**src/inc/sewc_map.svh**
```systemverilog
// Opcodes, status bit positions, protection bases and timing figures of the write-control block
`ifndef SEWC_MAP_SVH
`define SEWC_MAP_SVH

`define SEWC_OP_SET_WL      8'h06
`define SEWC_OP_CLR_WL      8'h04
`define SEWC_OP_STAT_RD     8'h05
`define SEWC_OP_STAT_WR     8'h01
`define SEWC_OP_WRITE       8'h02
`define SEWC_OP_WRITE_MASK  8'hf7
`define SEWC_OP_A8_BIT      3

`define SEWC_ST_BUSY_BIT    0
`define SEWC_ST_WEN_BIT     1
`define SEWC_ST_BP_LO_BIT   2
`define SEWC_ST_BP_HI_BIT   3
`define SEWC_ST_UPPER       4'h0

`define SEWC_BP_NONE        2'h0
`define SEWC_BP_QUARTER     2'h1
`define SEWC_BP_HALF        2'h2
`define SEWC_BP_ALL         2'h3

`define SEWC_PAGE_BYTES     4
`define SEWC_FIFO_DEPTH     4
`define SEWC_SYNC_STAGES    3
`define SEWC_CLK_PERIOD_NS  20
`define SEWC_PROG_TIME_NS   5000

`endif

```
**src/inc/sewc_pkg.sv**
```systemverilog
// Types shared by the write-control block
package sewc_pkg;

    typedef enum logic [2:0] {
        st_opcode,
        st_addr,
        st_data,
        st_sr_data,
        st_sr_done,
        st_stat_out,
        st_ignore
    } sewc_cmd_e;

    typedef enum logic [1:0] {
        pg_idle,
        pg_push,
        pg_wait
    } sewc_prog_e;

    typedef struct packed {
        logic [8:0] addr;
        logic [7:0] data;
    } sewc_word_s;

    typedef logic [7:0] sewc_byte_t;

endpackage : sewc_pkg

```
**src/inc/sewc_stream_if.sv**
```systemverilog
// Valid/ready word stream between the write-control modules
interface sewc_stream_if #(
    parameter int WIDTH = 17
) ();
    logic             valid;
    logic             ready;
    logic [WIDTH-1:0] data;

    modport src (output valid, output data, input ready);
    modport snk (input valid, input data, output ready);
endinterface : sewc_stream_if

```
**src/design/sewc_fifo.sv**
```systemverilog
// Small word FIFO between the page buffer and the array write port
module sewc_fifo #(
    parameter int WIDTH = 17,
    parameter int DEPTH = 4
) (
    // Clock and reset
    input wire logic    sys_clk,
    input wire logic    rst,
    // Streams
    sewc_stream_if.snk  in_if,
    sewc_stream_if.src  out_if,
    // State
    output logic        empty
);
    localparam int AW = (DEPTH > 1) ? $clog2(DEPTH) : 1;

    logic [WIDTH-1:0] mem_ff [DEPTH];
    logic [AW-1:0]    wr_ptr_ff;
    logic [AW-1:0]    rd_ptr_ff;
    logic [AW:0]      count_ff;
    logic             push;
    logic             pop;

    if (DEPTH < 2 || (DEPTH & (DEPTH - 1)) != 0)
    begin : g_bad_depth
        $error("sewc_fifo depth must be a power of two of at least 2");
    end

    assign in_if.ready  = (count_ff != (AW+1)'(DEPTH));
    assign out_if.valid = (count_ff != '0);
    assign out_if.data  = mem_ff[rd_ptr_ff];
    assign empty        = (count_ff == '0);
    assign push         = in_if.valid && in_if.ready;
    assign pop          = out_if.valid && out_if.ready;

    always_ff @(posedge sys_clk)
    begin
        if (push)
            mem_ff[wr_ptr_ff] <= in_if.data;
    end

    always_ff @(posedge sys_clk or posedge rst)
    begin
        if (rst)
        begin
            wr_ptr_ff <= '0;
            rd_ptr_ff <= '0;
            count_ff  <= '0;
        end
        else
        begin
            if (push)
                wr_ptr_ff <= wr_ptr_ff + 1'b1;
            if (pop)
                rd_ptr_ff <= rd_ptr_ff + 1'b1;
            if (push && !pop)
                count_ff <= count_ff + 1'b1;
            else if (pop && !push)
                count_ff <= count_ff - 1'b1;
        end
    end
endmodule : sewc_fifo

```
**src/design/sewc_top.sv**
```systemverilog
// Serial EEPROM write control: command decode, write latch, protection, page buffer and busy timing
`include "sewc_map.svh"

// How it works
// - Power-up leaves write latch cleared
// - Clear command disables all programming
// - Array programming needs protect pin high, latch
// - Protection bits refuse writes in range
// - Programming starts only at chip-select rise
// - Status bit 0 shows programming busy
// - While busy only status read accepted
// - Page holds up to four bytes
// - Only two low address bits increment
// - Extra bytes wrap and overwrite page
// - Array programming end clears latch
// - Latch clear: write discarded, back standby
// - Status write changes only protection bits
// - Status write needs protect pin, latch
// - Status write: opcode, one byte, rise
// - Status write end clears latch
// - Bad opcode: ignore until next select
// - Opcodes for set, clear and write
// - Opcode bit 3 is address bit 8
// - Sample input on falling clock, output on rising
// - Status bit 1 shows write latch
module sewc_top #(
    parameter int PROG_TIME_NS = `SEWC_PROG_TIME_NS,
    parameter int FIFO_DEPTH   = `SEWC_FIFO_DEPTH
) (
    // Clock and reset
    input wire logic              sys_clk,
    input wire logic              rst,
    // Serial pins
    input wire logic              cs_n,
    input wire logic              sck,
    input wire logic              si,
    input wire logic              wp_n,
    output logic                  so,
    output logic                  so_oe_n,
    // Array write port
    output logic                  arr_wr_valid,
    output logic [8:0]            arr_wr_addr,
    output sewc_pkg::sewc_byte_t  arr_wr_data,
    input wire logic              arr_wr_ready
);
    import sewc_pkg::*;

    localparam int PROG_CYCLES_RAW = (PROG_TIME_NS + `SEWC_CLK_PERIOD_NS - 1) / `SEWC_CLK_PERIOD_NS;
    localparam int PROG_CYCLES     = (PROG_CYCLES_RAW < 1) ? 1 : PROG_CYCLES_RAW;
    localparam int WORD_W          = $bits(sewc_word_s);

    if (PROG_TIME_NS < 1 || FIFO_DEPTH < 2)
    begin : g_bad_param
        $error("sewc_top needs a positive programming time and a FIFO of at least 2 words");
    end

    // Pin synchronisers: a change counts once stages 2 and 3 agree
    logic [3:0] pin_in;
    logic [3:0] pin_lvl_ff;
    logic [3:0] pin_agree;
    logic [3:0] pin_new;
    assign pin_in = {wp_n, si, sck, cs_n};

    for (genvar i = 0; i < 4; i++)
    begin : g_sync
        logic [`SEWC_SYNC_STAGES-1:0] sync_ff;
        always_ff @(posedge sys_clk or posedge rst)
        begin
            if (rst)
            begin
                sync_ff       <= '1;
                pin_lvl_ff[i] <= 1'b1;
            end
            else
            begin
                sync_ff <= {sync_ff[1:0], pin_in[i]};
                if (sync_ff[1] == sync_ff[2])
                    pin_lvl_ff[i] <= sync_ff[2];
            end
        end
        assign pin_agree[i] = (sync_ff[1] == sync_ff[2]);
        assign pin_new[i]   = sync_ff[2];
    end

    logic cs_lvl;
    logic si_lvl;
    logic wp_lvl;
    logic cs_fall;
    logic cs_rise;
    logic sck_fall;
    logic sck_rise;
    assign cs_lvl   = pin_lvl_ff[0];
    assign si_lvl   = pin_new[2];
    assign wp_lvl   = pin_lvl_ff[3];
    assign cs_fall  = cs_lvl && pin_agree[0] && !pin_new[0];
    assign cs_rise  = !cs_lvl && pin_agree[0] && pin_new[0];
    assign sck_fall = !cs_lvl && !cs_rise && pin_lvl_ff[1] && pin_agree[1] && !pin_new[1];
    assign sck_rise = !cs_lvl && !cs_rise && !pin_lvl_ff[1] && pin_agree[1] && pin_new[1];

    // Command state
    sewc_cmd_e  state_ff;
    logic [2:0] bit_cnt_ff;
    sewc_byte_t shift_ff;
    sewc_byte_t nxt_shift;
    logic       byte_done;
    logic       op_byte;
    logic       busy;
    logic       wen_ff;
    logic [1:0] bp_ff;
    logic [1:0] sr_data_ff;
    logic [8:0] addr_ff;
    logic [1:0] page_idx_ff;
    logic       have_data_ff;
    sewc_byte_t page_buf_ff [`SEWC_PAGE_BYTES];
    logic [`SEWC_PAGE_BYTES-1:0] page_vld_ff;

    assign nxt_shift = {shift_ff[6:0], si_lvl};
    assign byte_done = sck_fall && (bit_cnt_ff == 3'h7);
    assign op_byte   = byte_done && (state_ff == st_opcode);

    logic op_set;
    logic op_clr;
    logic op_rd;
    logic op_sr_wr;
    logic op_write;
    assign op_set   = (nxt_shift == `SEWC_OP_SET_WL);
    assign op_clr   = (nxt_shift == `SEWC_OP_CLR_WL);
    assign op_rd    = (nxt_shift == `SEWC_OP_STAT_RD);
    assign op_sr_wr = (nxt_shift == `SEWC_OP_STAT_WR);
    assign op_write = ((nxt_shift & `SEWC_OP_WRITE_MASK) == `SEWC_OP_WRITE);

    function automatic logic prot_hit(input logic [1:0] bp, input logic [8:0] addr);
        unique case (bp)
            `SEWC_BP_NONE:    prot_hit = 1'b0;
            `SEWC_BP_QUARTER: prot_hit = addr[8] && addr[7];
            `SEWC_BP_HALF:    prot_hit = addr[8];
            `SEWC_BP_ALL:     prot_hit = 1'b1;
        endcase
    endfunction : prot_hit

    // Chip-select rise at the only permitted points
    logic arr_start;
    logic sr_start;
    assign arr_start = cs_rise && !busy && (state_ff == st_data) && (bit_cnt_ff == 3'h0) && have_data_ff
                       && wen_ff && wp_lvl && !prot_hit(bp_ff, addr_ff);
    assign sr_start  = cs_rise && !busy && (state_ff == st_sr_done) && wen_ff && wp_lvl;

    // Serial bit counter and shifter, sampled on falling clock
    always_ff @(posedge sys_clk or posedge rst)
    begin
        if (rst)
        begin
            bit_cnt_ff <= '0;
            shift_ff   <= '0;
        end
        else if (cs_fall || cs_rise)
            bit_cnt_ff <= '0;
        else if (sck_fall && state_ff != st_ignore && state_ff != st_stat_out)
        begin
            bit_cnt_ff <= bit_cnt_ff + 1'b1;
            shift_ff   <= nxt_shift;
        end
    end

    // Command decoder
    always_ff @(posedge sys_clk or posedge rst)
    begin
        if (rst)
            state_ff <= st_opcode;
        else if (cs_fall || cs_rise)
            state_ff <= st_opcode;
        else if (op_byte)
        begin
            if (busy)
                state_ff <= op_rd ? st_stat_out : st_ignore;
            else if (op_rd)
                state_ff <= st_stat_out;
            else if (op_sr_wr)
                state_ff <= st_sr_data;
            else if (op_write)
                state_ff <= st_addr;
            else
                state_ff <= st_ignore;
        end
        else if (byte_done && state_ff == st_addr)
            state_ff <= st_data;
        else if (byte_done && state_ff == st_sr_data)
            state_ff <= st_sr_done;
        else if (sck_fall && state_ff == st_sr_done)
            state_ff <= st_ignore;
    end

    // Address, page buffer and status write data
    always_ff @(posedge sys_clk or posedge rst)
    begin
        if (rst)
        begin
            addr_ff      <= '0;
            page_idx_ff  <= '0;
            have_data_ff <= 1'b0;
            page_vld_ff  <= '0;
            sr_data_ff   <= '0;
        end
        else if (op_byte && !busy && op_write)
        begin
            addr_ff[8]   <= nxt_shift[`SEWC_OP_A8_BIT];
            have_data_ff <= 1'b0;
            page_vld_ff  <= '0;
        end
        else if (byte_done && state_ff == st_addr)
        begin
            addr_ff[7:0] <= nxt_shift;
            page_idx_ff  <= nxt_shift[1:0];
        end
        else if (byte_done && state_ff == st_data)
        begin
            page_vld_ff[page_idx_ff] <= 1'b1;
            page_idx_ff  <= page_idx_ff + 1'b1;
            have_data_ff <= 1'b1;
        end
        else if (byte_done && state_ff == st_sr_data)
            sr_data_ff <= nxt_shift[`SEWC_ST_BP_HI_BIT:`SEWC_ST_BP_LO_BIT];
    end

    always_ff @(posedge sys_clk)
    begin
        if (byte_done && state_ff == st_data)
            page_buf_ff[page_idx_ff] <= nxt_shift;
    end

    // Programming sequencer; the FIFO lets a slow array stall the push
    sewc_prog_e prog_ff;
    logic       prog_sr_ff;
    logic [1:0] push_idx_ff;
    logic [31:0] timer_ff;
    logic       fifo_empty;
    logic       prog_done;
    sewc_word_s push_word;

    sewc_stream_if #(.WIDTH(WORD_W)) push_if ();
    sewc_stream_if #(.WIDTH(WORD_W)) pop_if ();

    assign busy          = (prog_ff != pg_idle);
    assign push_word     = '{addr: {addr_ff[8:2], push_idx_ff}, data: page_buf_ff[push_idx_ff]};
    assign push_if.valid = (prog_ff == pg_push) && page_vld_ff[push_idx_ff];
    assign push_if.data  = push_word;
    assign prog_done     = (prog_ff == pg_wait) && (timer_ff == '0) && fifo_empty;

    always_ff @(posedge sys_clk or posedge rst)
    begin
        if (rst)
        begin
            prog_ff     <= pg_idle;
            prog_sr_ff  <= 1'b0;
            push_idx_ff <= '0;
            timer_ff    <= '0;
        end
        else
        begin
            unique case (prog_ff)
                pg_idle:
                begin
                    push_idx_ff <= '0;
                    timer_ff    <= 32'(PROG_CYCLES - 1);
                    if (arr_start)
                    begin
                        prog_ff    <= pg_push;
                        prog_sr_ff <= 1'b0;
                    end
                    else if (sr_start)
                    begin
                        prog_ff    <= pg_wait;
                        prog_sr_ff <= 1'b1;
                    end
                end
                pg_push:
                begin
                    if (timer_ff != '0)
                        timer_ff <= timer_ff - 1'b1;
                    if (!push_if.valid || push_if.ready)
                    begin
                        push_idx_ff <= push_idx_ff + 1'b1;
                        if (push_idx_ff == 2'h3)
                            prog_ff <= pg_wait;
                    end
                end
                pg_wait:
                begin
                    if (timer_ff != '0)
                        timer_ff <= timer_ff - 1'b1;
                    if (prog_done)
                        prog_ff <= pg_idle;
                end
                default:
                    prog_ff <= pg_idle;
            endcase
        end
    end

    sewc_fifo #(
        .WIDTH (WORD_W),
        .DEPTH (FIFO_DEPTH)
    ) u_fifo (
        .sys_clk (sys_clk),
        .rst     (rst),
        .in_if   (push_if),
        .out_if  (pop_if),
        .empty   (fifo_empty)
    );

    sewc_word_s pop_word;
    assign pop_word     = pop_if.data;
    assign arr_wr_valid = pop_if.valid;
    assign arr_wr_addr  = pop_word.addr;
    assign arr_wr_data  = pop_word.data;
    assign pop_if.ready = arr_wr_ready;

    // Write latch; power-up value is cleared
    always_ff @(posedge sys_clk or posedge rst)
    begin
        if (rst)
            wen_ff <= 1'b0;
        else if (prog_done)
            wen_ff <= 1'b0;
        else if (op_byte && !busy && op_clr)
            wen_ff <= 1'b0;
        else if (op_byte && !busy && op_set)
            wen_ff <= 1'b1;
    end

    // Protection level, updated when the status write completes
    always_ff @(posedge sys_clk or posedge rst)
    begin
        if (rst)
            bp_ff <= `SEWC_BP_NONE;
        else if (prog_done && prog_sr_ff)
            bp_ff <= sr_data_ff;
    end

    // Status read out, driven after rising clock edges
    sewc_byte_t status;
    sewc_byte_t out_sr_ff;
    logic [2:0] out_cnt_ff;
    assign status = {`SEWC_ST_UPPER, bp_ff, wen_ff, busy};

    always_ff @(posedge sys_clk or posedge rst)
    begin
        if (rst)
        begin
            out_sr_ff  <= '0;
            out_cnt_ff <= '0;
            so         <= 1'b1;
            so_oe_n    <= 1'b1;
        end
        else if (cs_fall || cs_rise)
            so_oe_n <= 1'b1;
        else if (op_byte && op_rd)
        begin
            out_sr_ff  <= status;
            out_cnt_ff <= '0;
        end
        else if (sck_rise && state_ff == st_stat_out)
        begin
            so         <= out_sr_ff[7];
            so_oe_n    <= 1'b0;
            out_cnt_ff <= out_cnt_ff + 1'b1;
            out_sr_ff  <= (out_cnt_ff == 3'h7) ? status : {out_sr_ff[6:0], 1'b0};
        end
    end
endmodule : sewc_top

```
**config.mk**
```make
export PLATFORM = sky130hd
export DESIGN_NAME = sewc_top
export DESIGN_NICKNAME = d
export VERILOG_FILES = /design/src/inc/sewc_pkg.sv /design/src/inc/sewc_stream_if.sv /design/src/design/sewc_fifo.sv /design/src/design/sewc_top.sv
export VERILOG_INCLUDE_DIRS = /design/src /design/src/inc
export SDC_FILE = /design/constraint.sdc
export NUM_CORES = 1
export LEC_CHECK = 0
export BUFFER_PORTS_ARGS = -buffer_cell sky130_fd_sc_hd__buf_4
export CORE_AREA = 2 2 124 126
export DETAILED_ROUTE_END_ITERATION = 16
export DIE_AREA = 0 0 126 128
export PLACE_DENSITY_LB_ADDON = 0.3
export SLEW_MARGIN = 0
export SYNTH_ARGS = -nofsm -noshare
export SYNTH_HDL_FRONTEND = slang
export SYNTH_SLANG_ARGS = --single-unit
```
**constraint.sdc**
```tcl
create_clock -name sys_clk -period 6.7 [get_ports sys_clk]
set_input_delay 0.67 -clock sys_clk [delete_from_list [all_inputs] [get_ports sys_clk]]
set_output_delay 0.67 -clock sys_clk [all_outputs]
set_load 0.01 [all_outputs]
```
Word level (Yosys, flattened, before mapping) --
Memory sizes are Yosys's and may differ from the RTL's. Index checks and enable logic that the tools add are counted. W data, S select, Z words.
Word-level totals: bits in registers 106, memory bits (writable) 100, output and inout port bits 20, word-level logic and storage cells 224, memories kept 2
Memories:
- u_fifo.mem_ff | depth 4, width 17, read ports 1, clocked after memory_dff 0, wr ports 1, line sewc_fifo.sv:17 | logic [WIDTH-1:0] mem_ff [DEPTH];
- page_buf_ff | depth 4, width 8, read ports 1, clocked after memory_dff 0, wr ports 1, line sewc_top.sv:114 | sewc_byte_t page_buf_ff [`SEWC_PAGE_BYTES];
Cells by class: add/subtract/negate cells 9, $lt $le $gt $ge 3, equal/unequal tests 31, multiplexer cells 54, bitwise operators 6, reductions and logical operators 90
Operator list (number):
- $pmux W32 S2 | 1
- $logic_and A1 B1 Y1 | 45
- $mux W3 | 15
- $logic_not A32 Y1 | 1
- $mux W32 | 1
- $reduce_bool A32 Y1 | 1
- $sub A32 B1 Y32 const B | 1
- $eq A8 B3 Y1 const B | 3
- $mux W8 | 3
- $reduce_bool A2 Y1 | 10
- $mux W2 | 9
- $reduce_and A2 Y1 | 9
- $mux W1 | 17
- $eq A3 B3 Y1 const B | 4
- $mux W4 | 3
- $ne A3 B3 Y1 const B | 4
- $logic_not A1 Y1 | 10
- $add A3 B1 Y3 const B | 3
- $logic_not A3 Y1 | 3
- $add A2 B1 Y2 const B | 4
- $eq A2 B2 Y1 const B | 4
- $eq A8 B1 Y1 const B | 1
- $reduce_and A4 Y1 | 2
- $eq A7 B2 Y1 const B | 1
- other kinds (22) | 38

Longest topological paths before layout --
Gate-level depths: netlist (run 1).
depth in word-level cells 15, gate-level depth with buffers 11, gate-level depth less buffers 11

Hierarchy --
From an unflattened synthesis (run 1), not the netlist that was laid out.
Second synthesis, totals: cell total of the unflattened synthesis 625, area, all modules 8891.0 um^2
By module, submodules not included:
- sewc_top | instances 1, cells each 499, area each 5972.0 um^2, seq. area each 3409.5 um^2
- sewc_fifo | instances 1, cells each 126, area each 2919.0 um^2, seq. area each 2217.1 um^2

Worst setup path before layout (run 1) --
OpenSTA, ideal clock, no wires.
kind flip-flop to flip-flop, from register push_idx_ff[0], to register u_fifo.count_ff[2], setup time 0.079 ns, data arrival time 2.624 ns, data required time 6.621 ns, setup slack 3.997 ns, cell stages (with the launch flop) 11, clock period less this slack 2.703 ns, path through dfrtp_1 > clkbuf_1 > nand2_1 > o22ai_1 > a21boi_1 > ha_1 > inv_1 > fa_1 > xor2_1 > nor2_1 > xor2_1
Between the ends: cells in the longest elaborated chain, start to end 7, elaborated cells on any way between the ends 9, those cells by class 3 x mux; 6 x reduce/logical
Ends and longest elaborated chain:
- start: declaration | line sewc_top.sv:234 | logic [1:0] push_idx_ff;
- start signal: assignment | line sewc_top.sv:282 | push_idx_ff <= push_idx_ff + 1'b1;
- $bmux W1 S2 * | line sewc_top.sv:245 | assign push_if.valid = (prog_ff == pg_push) && page_vld_ff[push_idx_ff];
- $mux W1 (implied by the code) * | line sewc_top.sv:245
- $logic_and A1 B1 Y1 * | line sewc_top.sv:245
- $logic_and A1 B1 Y1 * | line sewc_fifo.sv:33 | assign push = in_if.valid && in_if.ready;
- named net u_fifo.push | line sewc_fifo.sv:21 | logic push;
- $logic_not A1 Y1 | line sewc_fifo.sv:58 | else if (pop && !push)
- $logic_and A1 B1 Y1 | line sewc_fifo.sv:58
- $reduce_bool A2 Y1 (no source line)
- end signal: assignment | line sewc_fifo.sv:57 | count_ff <= count_ff + 1'b1;
- end signal: assignment | line sewc_fifo.sv:59 | count_ff <= count_ff - 1'b1;
- end: declaration | line sewc_fifo.sv:20 | logic [AW:0] count_ff;
Mark *: on every way through the listed nets, which the timed path passes. The rest lies on a longest branch. The select of a mux whose other input is x is not followed. A chain may end at the register's enable or synchronous reset.

Final worst setup path (run 1) --
from register u_fifo.rd_ptr_ff[0], to output arr_wr_addr[0]
Between the ends: cells in the longest elaborated chain, start to end 1
Ends and longest elaborated chain:
- start: declaration | line sewc_fifo.sv:19 | logic [AW-1:0] rd_ptr_ff;
- start signal: assignment | line sewc_fifo.sv:55 | rd_ptr_ff <= rd_ptr_ff + 1'b1;
- $mem_v2 Z4 W17
- end: declaration | line sewc_top.sv:42 | output logic [8:0] arr_wr_addr,
No other way between the ends.

==> flow_summary_export.csv, run 1 <==
group,metric,value,unit
final_layout,nFillCells,1044,
placed_design,numPortBuffers,26,
worst_setup_path,ff2ff_setup_slack,3.73,ns
global_routing,grt_pass1_wl,27500,µm
placed_design,gp_congestion,0.872,
detailed_routing,viasPerCell,6.21,
synth,synth-seq-cells,204,
clock_network,cts_tree,"yes",
clock_network,cts_sinks,204,
worst_setup_path,crit_family,"flip-flops",
global_routing,grt_antenna_before_repair,0,
sta,finalCriticalPeriod,3.08,ns
synth,synth_edf_count,100,
clock_network,clkLatencyLatePin,0.48,ns
worst_setup_path,slowest_delay,1.09,ns
sta,slew_viol_final,0,
sta,rsz0062_at_grt,"no",
floorplan,row_count,45,
synth,yosysTopAreaCell,"edfxtp_1",
clock_network,cts_buffer_depth,3,
floorplan,dieWidth,126,µm
clock_network,root_buffer,"clkbuf_16",
synth,synth_cell_types,64,
sta,hold_slack,0.205,ns
global_routing,grt_pass1_vias,5426,
worst_setup_path,cp.arrival,2.41,ns
synth,syn_inst,639,
clock_network,cts_hold_buf,0,
synth,synth.avg_cell_area,13.9,µm²
worst_setup_path,cp_slowest_cell,"dfrtp_1",
sta,setup_tns,0,ns
clock_network,htree_levels,1,
detailed_routing,drc_errors,0,
floorplan,initial_core_util,0.597,
sta,fmax,325,MHz
synth,netlist_area,8870,µm²
global_routing,grt_usage,0.210,
worst_setup_path,cp.required,6.03,ns
worst_setup_path,critical_path_buf_inv_count,1,
outcome,status,"complete, no violations",
final_layout,drive_above_1_share,0.190,
synth,synthDominantCellAreaShare,0.338,
floorplan,core_area,14900,µm²
clock_network,clkTransAtPathRegs,0.06,ns
floorplan,die_area,16100,µm²
synth,syn_nets,667,
sta,post-route-period-util,0.459,
detailed_routing,firstDrtPassIters,5,
sta,finalSetupViolCount,0,
detailed_routing,wl_per_cell,19.3,µm
worst_setup_path,cp_max_fo,19,
worst_setup_path,end_kind,"primary output",
floorplan,die_h,128,µm
detailed_routing,drt_iter0_drc,496,
job,maxCapViolations,0,
global_routing,overflow,0,
final_layout,antennaDiodeCount,0,
clock_network,cts_made_buffers,21,
worst_hold_path,hold_class,"in2async",
global_routing,grt_max_degree,70,
sta,tightestPinTransition,1.14,ns
sta,hold_violations,0,
floorplan,ios,27,
worst_setup_path,r2r_start,"push_idx_ff[0]",
worst_setup_path,worstSetupStartpoint,"u_fifo.rd_ptr_ff[0]",
clock_network,cts_resized,0,
sta,relSlewSlack,0.243,
worst_setup_path,path_cells,"mux4_2 -> buf_4",
pwr,peakVddDrop,0.152,mV
synth,synth_async_sr_flop_share,0.510,
final_layout,area_growth,11.2,%
synth,yosys-top-cells-area,"edfxtp_1 34%, dfrtp_1 25%, mux4_2 6.3%",
synth,ys_warn_count,0,
pwr,pwr_density_cell,260,nW/µm²
detailed_routing,vias,5391,
pwr,leakage,0.00384,µW
sta,finClkSkew,0.0162,ns
worst_setup_path,startpoint_type,"flip-flop",
clock_network,cts_setup_buffers,0,
detailed_routing,drt_wl_total,16700,µm
synth,synthFlopType,"edfxtp_1",
final_layout,final_net_count,694,
synth,ys_seq_area_frac,0.634,
worst_setup_path,critPathKind,"reg2out",
detailed_routing,ant_nets,0,
placed_design,hpwl,11300,µm
through the flow:
stage           util  std cells  setup WS (ns)  power (µW)  instance area, µm²
3_5_place_dp   0.619        831           3.76        1490                9210
4_1_cts        0.664        868           3.54        2590                9870
2_1_floorplan      -        639           3.33        1450                8870
3_3_place_gp   0.619        831           3.89        1480                9210
5_1_grt        0.664        868           3.41        2660                9870
6_report       0.664        868           3.62        2570                9870
layout by cell type, fill, tap and decap left out, types with 4 or more instances in the layout:
cell	Yosys	routed
mux4_2	25	25
o31ai_1	14	14
inv_1	20	19
nand2_1	44	44
nand4_1	5	5
or4_1	14	14
a21oi_1	28	28
nor4_1	12	12
nand2b_1	9	9
ha_1	20	20
edfxtp_1	100	100
clkbuf_1	16	8
clkbuf_16	0	21
or2_2	4	4
dfstp_2	17	17
nor2_1	41	41
xor2_1	4	4
o22ai_1	4	4
or3_1	8	8
and2_1	8	8
or4_2	4	4
o211ai_1	4	4
dfrtp_1	87	87
o21ai_0	17	17
nor2b_1	4	4
o41ai_1	5	5
o311ai_0	4	4
mux2_2	17	17
xnor2_1	5	5
nand3_1	22	22
mux2i_1	11	11
buf_4	0	28
a31oi_1	4	4
nor3_1	10	10
final cells by class:
type / count / area, µm² / share of cell area
inverters: 20 / 77.6 / 0.00786
well taps: 188 / 235 / 0.0238
repair buffers: 28 / 210 / 0.0213
multi-input cells: 391 / 3060 / 0.310
clock inverters: 6 / 81.3 / 0.00824
clock buffers: 31 / 583 / 0.0591
flip-flops and latches: 204 / 5630 / 0.570
per-layer routing:
| metal | GRT usage | vias up | wire (µm) |
|---|---|---|---|
| met5 | 0 | - | 0 |
| met4 | 0.0556 | 0 | 274 |
| met3 | 0.0271 | 31 | 730 |
| met2 | 0.363 | 135 | 8570 |
| met1 | 0.288 | 2728 | 7150 |
| li1 | - | 2497 | - |
Yosys cell counts (all sizes together), types with 5 or more instances:
master / number
xnor2: 5
nand2b: 9
clkbuf: 17
edfxtp: 100
dfrtp: 87
or3: 9
o311ai: 6
and2: 8
nand3: 22
nor2: 41
a21oi: 28
nand2: 44
nand4: 5
or4: 18
mux4: 25
mux2i: 11
o41ai: 5
ha: 20
o21ai: 17
mux2: 17
nor4: 12
buf: 7
dfstp: 17
inv: 20
o31ai: 14
nor3: 11
report_power, final:
part           internal (µW)  total, µW  switching [µW]
clock network            678       1110             430
logic                   29.6       72.2            42.6
registers               1350       1390            45.4
total                   2050       2570             518
cells by family (layout without fill, tap and decap cells):
kind of cell / count (synthesis) / count (layout) / synth area share
adders and majority gates: 23 / 23 / 0.0327
muxes: 53 / 53 / 0.0974
DFF: 204 / 204 / 0.634
and+or+nand+nor: 202 / 202 / 0.123
buffers and inverters: 44 / 85 / 0.0214
xor gates and xnor gates: 9 / 9 / 0.00888
AOI/OAI and AO/OA: 104 / 104 / 0.0825
sequential cells by signal (all words and copies together), names as in the netlist, 3 cells and up:
name	flops
u_fifo.count_ff	3
addr_ff	7
out_sr_ff	8
page_buf_ff	32
state_ff	3
page_vld_ff	4
shift_ff	7
u_fifo.mem_ff	68
timer_ff	32
g_sync.sync_ff	12
out_cnt_ff	3
bit_cnt_ff	3
worst paths after layout:
kind	endpoint	depth (start not counted)
min reg2reg	g_sync[2].sync_ff[2]	0
max reg2reg	u_fifo.count_ff[2]	9
max in group asynchronous	addr_ff[4]	3
max	arr_wr_addr[0]	2
min in group sys_clk	g_sync[3].sync_ff[0]	1
min	out_sr_ff[2]	2
No activity file was read; power rests on OpenSTA's default activity.
==> run 2: changes to the inputs <==
--- a/config.mk
+++ b/config.mk
@@ -7,9 +7,9 @@
 export NUM_CORES = 1
 export LEC_CHECK = 0
 export BUFFER_PORTS_ARGS = -buffer_cell sky130_fd_sc_hd__buf_4
-export CORE_AREA = 2 2 124 126
+export CORE_AREA = 2 2 129 131
 export DETAILED_ROUTE_END_ITERATION = 16
-export DIE_AREA = 0 0 126 128
+export DIE_AREA = 0 0 131 133
 export PLACE_DENSITY_LB_ADDON = 0.3
 export SLEW_MARGIN = 0
 export SYNTH_ARGS = -nofsm -noshare
==> constraint.sdc (replaced) <==
create_clock -name sys_clk -period 2.7 [get_ports sys_clk]
set_input_delay 0.27 -clock sys_clk [delete_from_list [all_inputs] [get_ports sys_clk]]
set_output_delay 0.27 -clock sys_clk [all_outputs]
set_load 0.01 [all_outputs]
==> run 2 against run 1 <==
Via count increased by 2.3%. Sequential share of layout area down 1.8 points. Utilization fell by 3.4 points. Clock skew is 0.00065 ns higher. Final area grew 3.2%. Routed wire length grew 2.9%. Critical path type is now reg2reg. Critical endpoint is now timer_ff[10]. Largest power group unchanged.
==> flow_summary_export.csv, run 2 (same netlist as run 1, synthesis figures left out) <==
group,metric,value,unit
clock_network,cts_tree,"yes",
sta,tightestPinTransition,0.821,ns
final_layout,area_growth,14.8,%
pwr,pwr_density_cell,628,nW/µm²
detailed_routing,drt_wl_total,17200,µm
worst_setup_path,startpoint_type,"flip-flop",
final_layout,final_net_count,728,
worst_setup_path,cp_max_fo,9,
global_routing,grt_pass1_wl,28400,µm
worst_setup_path,r2r_cells,5,
sta,fmax,390,MHz
final_layout,top_register,"u_fifo.mem_ff",
worst_setup_path,worst_r2r_endpoint,"timer_ff[10]",
worst_setup_path,cp.arrival,2.94,ns
sta,rsz0062_at_grt,"no",
sta,hold_violations,0,
detailed_routing,wl_per_cell,18.4,µm
global_routing,grt_usage,0.205,
final_layout,antennaDiodeCount,0,
placed_design,hpwl,11600,µm
final_layout,mostFrequentLayoutCells,"100 x edfxtp_1, 87 x dfrtp_1, 56 x buf_4",
worst_hold_path,hp-start,"arr_wr_ready",
detailed_routing,firstDrtPassIters,5,
clock_network,clkLatencyLatePin,0.50,ns
sta,finClkSkew,0.0168,ns
clock_network,cts_buffer_depth,3,
worst_setup_path,end_kind,"flip-flop",
placed_design,numPortBuffers,26,
sta,setup_tns,0,ns
floorplan,die_h,133,µm
global_routing,overflow,0,
floorplan,dieWidth,131,µm
worst_hold_path,hold_class,"in2reg",
worst_setup_path,cp.required,3.08,ns
clock_network,cts_made_buffers,21,
sta,relSlewSlack,0.452,
final_layout,largest_reg_flops,68,
floorplan,ios,27,
sta,slew_viol_final,0,
final_layout,final_common_cell,"edfxtp_1",
clock_network,root_buffer,"clkbuf_16",
clock_network,cts_sinks,204,
worst_setup_path,endpoint,"timer_ff[10]",
detailed_routing,viasPerCell,5.90,
worst_setup_path,critPathKind,"reg2reg",
floorplan,core_area,16200,µm²
outcome,status,"complete, no violations",
detailed_routing,vias,5513,
pwr,leakage,0.00398,µW
global_routing,grt_max_degree,48,
floorplan,die_area,17400,µm²
pwr,peakVddDrop,0.512,mV
final_layout,reg.largest.list,"u_fifo.mem_ff x68, page_buf_ff x32, timer_ff x32",
detailed_routing,drt_iter0_drc,417,
worst_setup_path,ff2ff_setup_slack,0.14,ns
placed_design,gp_congestion,0.858,
sta,finalSetupViolCount,0,
global_routing,grt_antenna_before_repair,0,
final_layout,final_util,0.630,
job,maxCapViolations,0,
floorplan,row_count,47,
detailed_routing,ant_nets,0,
global_routing,grt_pass1_vias,5597,
worst_setup_path,r2r_start,"timer_ff[25]",
detailed_routing,drc_errors,0,
worst_setup_path,worstSetupStartpoint,"timer_ff[25]",
sta,finalCriticalPeriod,2.56,ns
final_layout,drive_above_1_share,0.228,
clock_network,clkTransAtPathRegs,0.06,ns
floorplan,initial_core_util,0.549,
sta,post-route-period-util,0.949,
clock_network,htree_levels,1,
==> run 2: changes by cell type in the layout (fill, tap and decap cells not counted), sizes merged <==
cell,change
buf,+29
dlygate4sd3,+5
clkinvlp,+3
bufinv,-1
clkbuf,-1
==> run 2: repair_timing <==
| action | CTS | global route |
|---|---|---|
| buffers inserted | 0 | 0 |
| endpoints found under the setup margin | 0 | 1 |
| endpoints found under the hold margin | 38 | 0 |
| hold buffers | 5 | 0 |
| resized for setup | 0 | 1 |
==> run 2: metrics by stage <==
step / setup slack, ns / cell area [µm²] / hold WS, ns / power (µW) / instances
3_5_place_dp: 0.168 / 9480 / 0.347 / 3700 / 892
5_1_grt: 0.0364 / 10200 / 0.103 / 6620 / 935
6_report: 0.138 / 10200 / 0.0961 / 6400 / 935
2_1_floorplan: 0.144 / 8880 / 0.274 / 3600 / 639
3_3_place_gp: 0.217 / 9480 / 0.346 / 3690 / 892
4_1_cts: 0.149 / 10200 / 0.0834 / 6470 / 935
==> run 2: power by group <==
group	total, µW	internal (µW)	switching, µW	leakage [µW]
Clock	2750	1620	1140	0.000320
Combinational	206	91.8	114	0.00138
Sequential	3440	3340	106	0.00228
==> run 2: layout make-up <==
class,instances,area (µm²)
sequential,204,5630
timing repair buffer,62,490
tap,220,275
multi-input combinational,391,3060
fill,1204,5980
clock buffer,30,589
inverter,20,78.8
clock inverter,8,70.1
==> run 2: how the worst min path moves through the flow <==
| stage | endpoint | slack [ns] | cells after the start |
|---|---|---|---|
| floorplan | g_sync[0].sync_ff[0] | 0.27 | 0 |
| global placement | g_sync[0].sync_ff[1] | 0.35 | 0 |
| detailed placement | g_sync[0].sync_ff[1] | 0.35 | 0 |
| CTS | u_fifo.rd_ptr_ff[1] | 0.08 | 3 |
| global route | u_fifo.rd_ptr_ff[0] | 0.10 | 3 |
| finish | u_fifo.rd_ptr_ff[1] | 0.1 | 3 |
==> run 2: metal layers <==
metal | wire length [µm] | up-vias | track usage
met4 | 365 | 0 | 0.0496
li1 | - | 2573 | -
met5 | 0 | - | 0
met3 | 701 | 30 | 0.0271
met2 | 8860 | 121 | 0.360
met1 | 7290 | 2789 | 0.270
==> run 2: worst max-delay path, cell delays in order, from the launching register on <==
cell and delay (ns):
dfrtp_1 0.43, or4_1 0.53, or4_1 0.64, o311ai_4 0.54
o311ai_0 0.21, o41ai_1 0.10
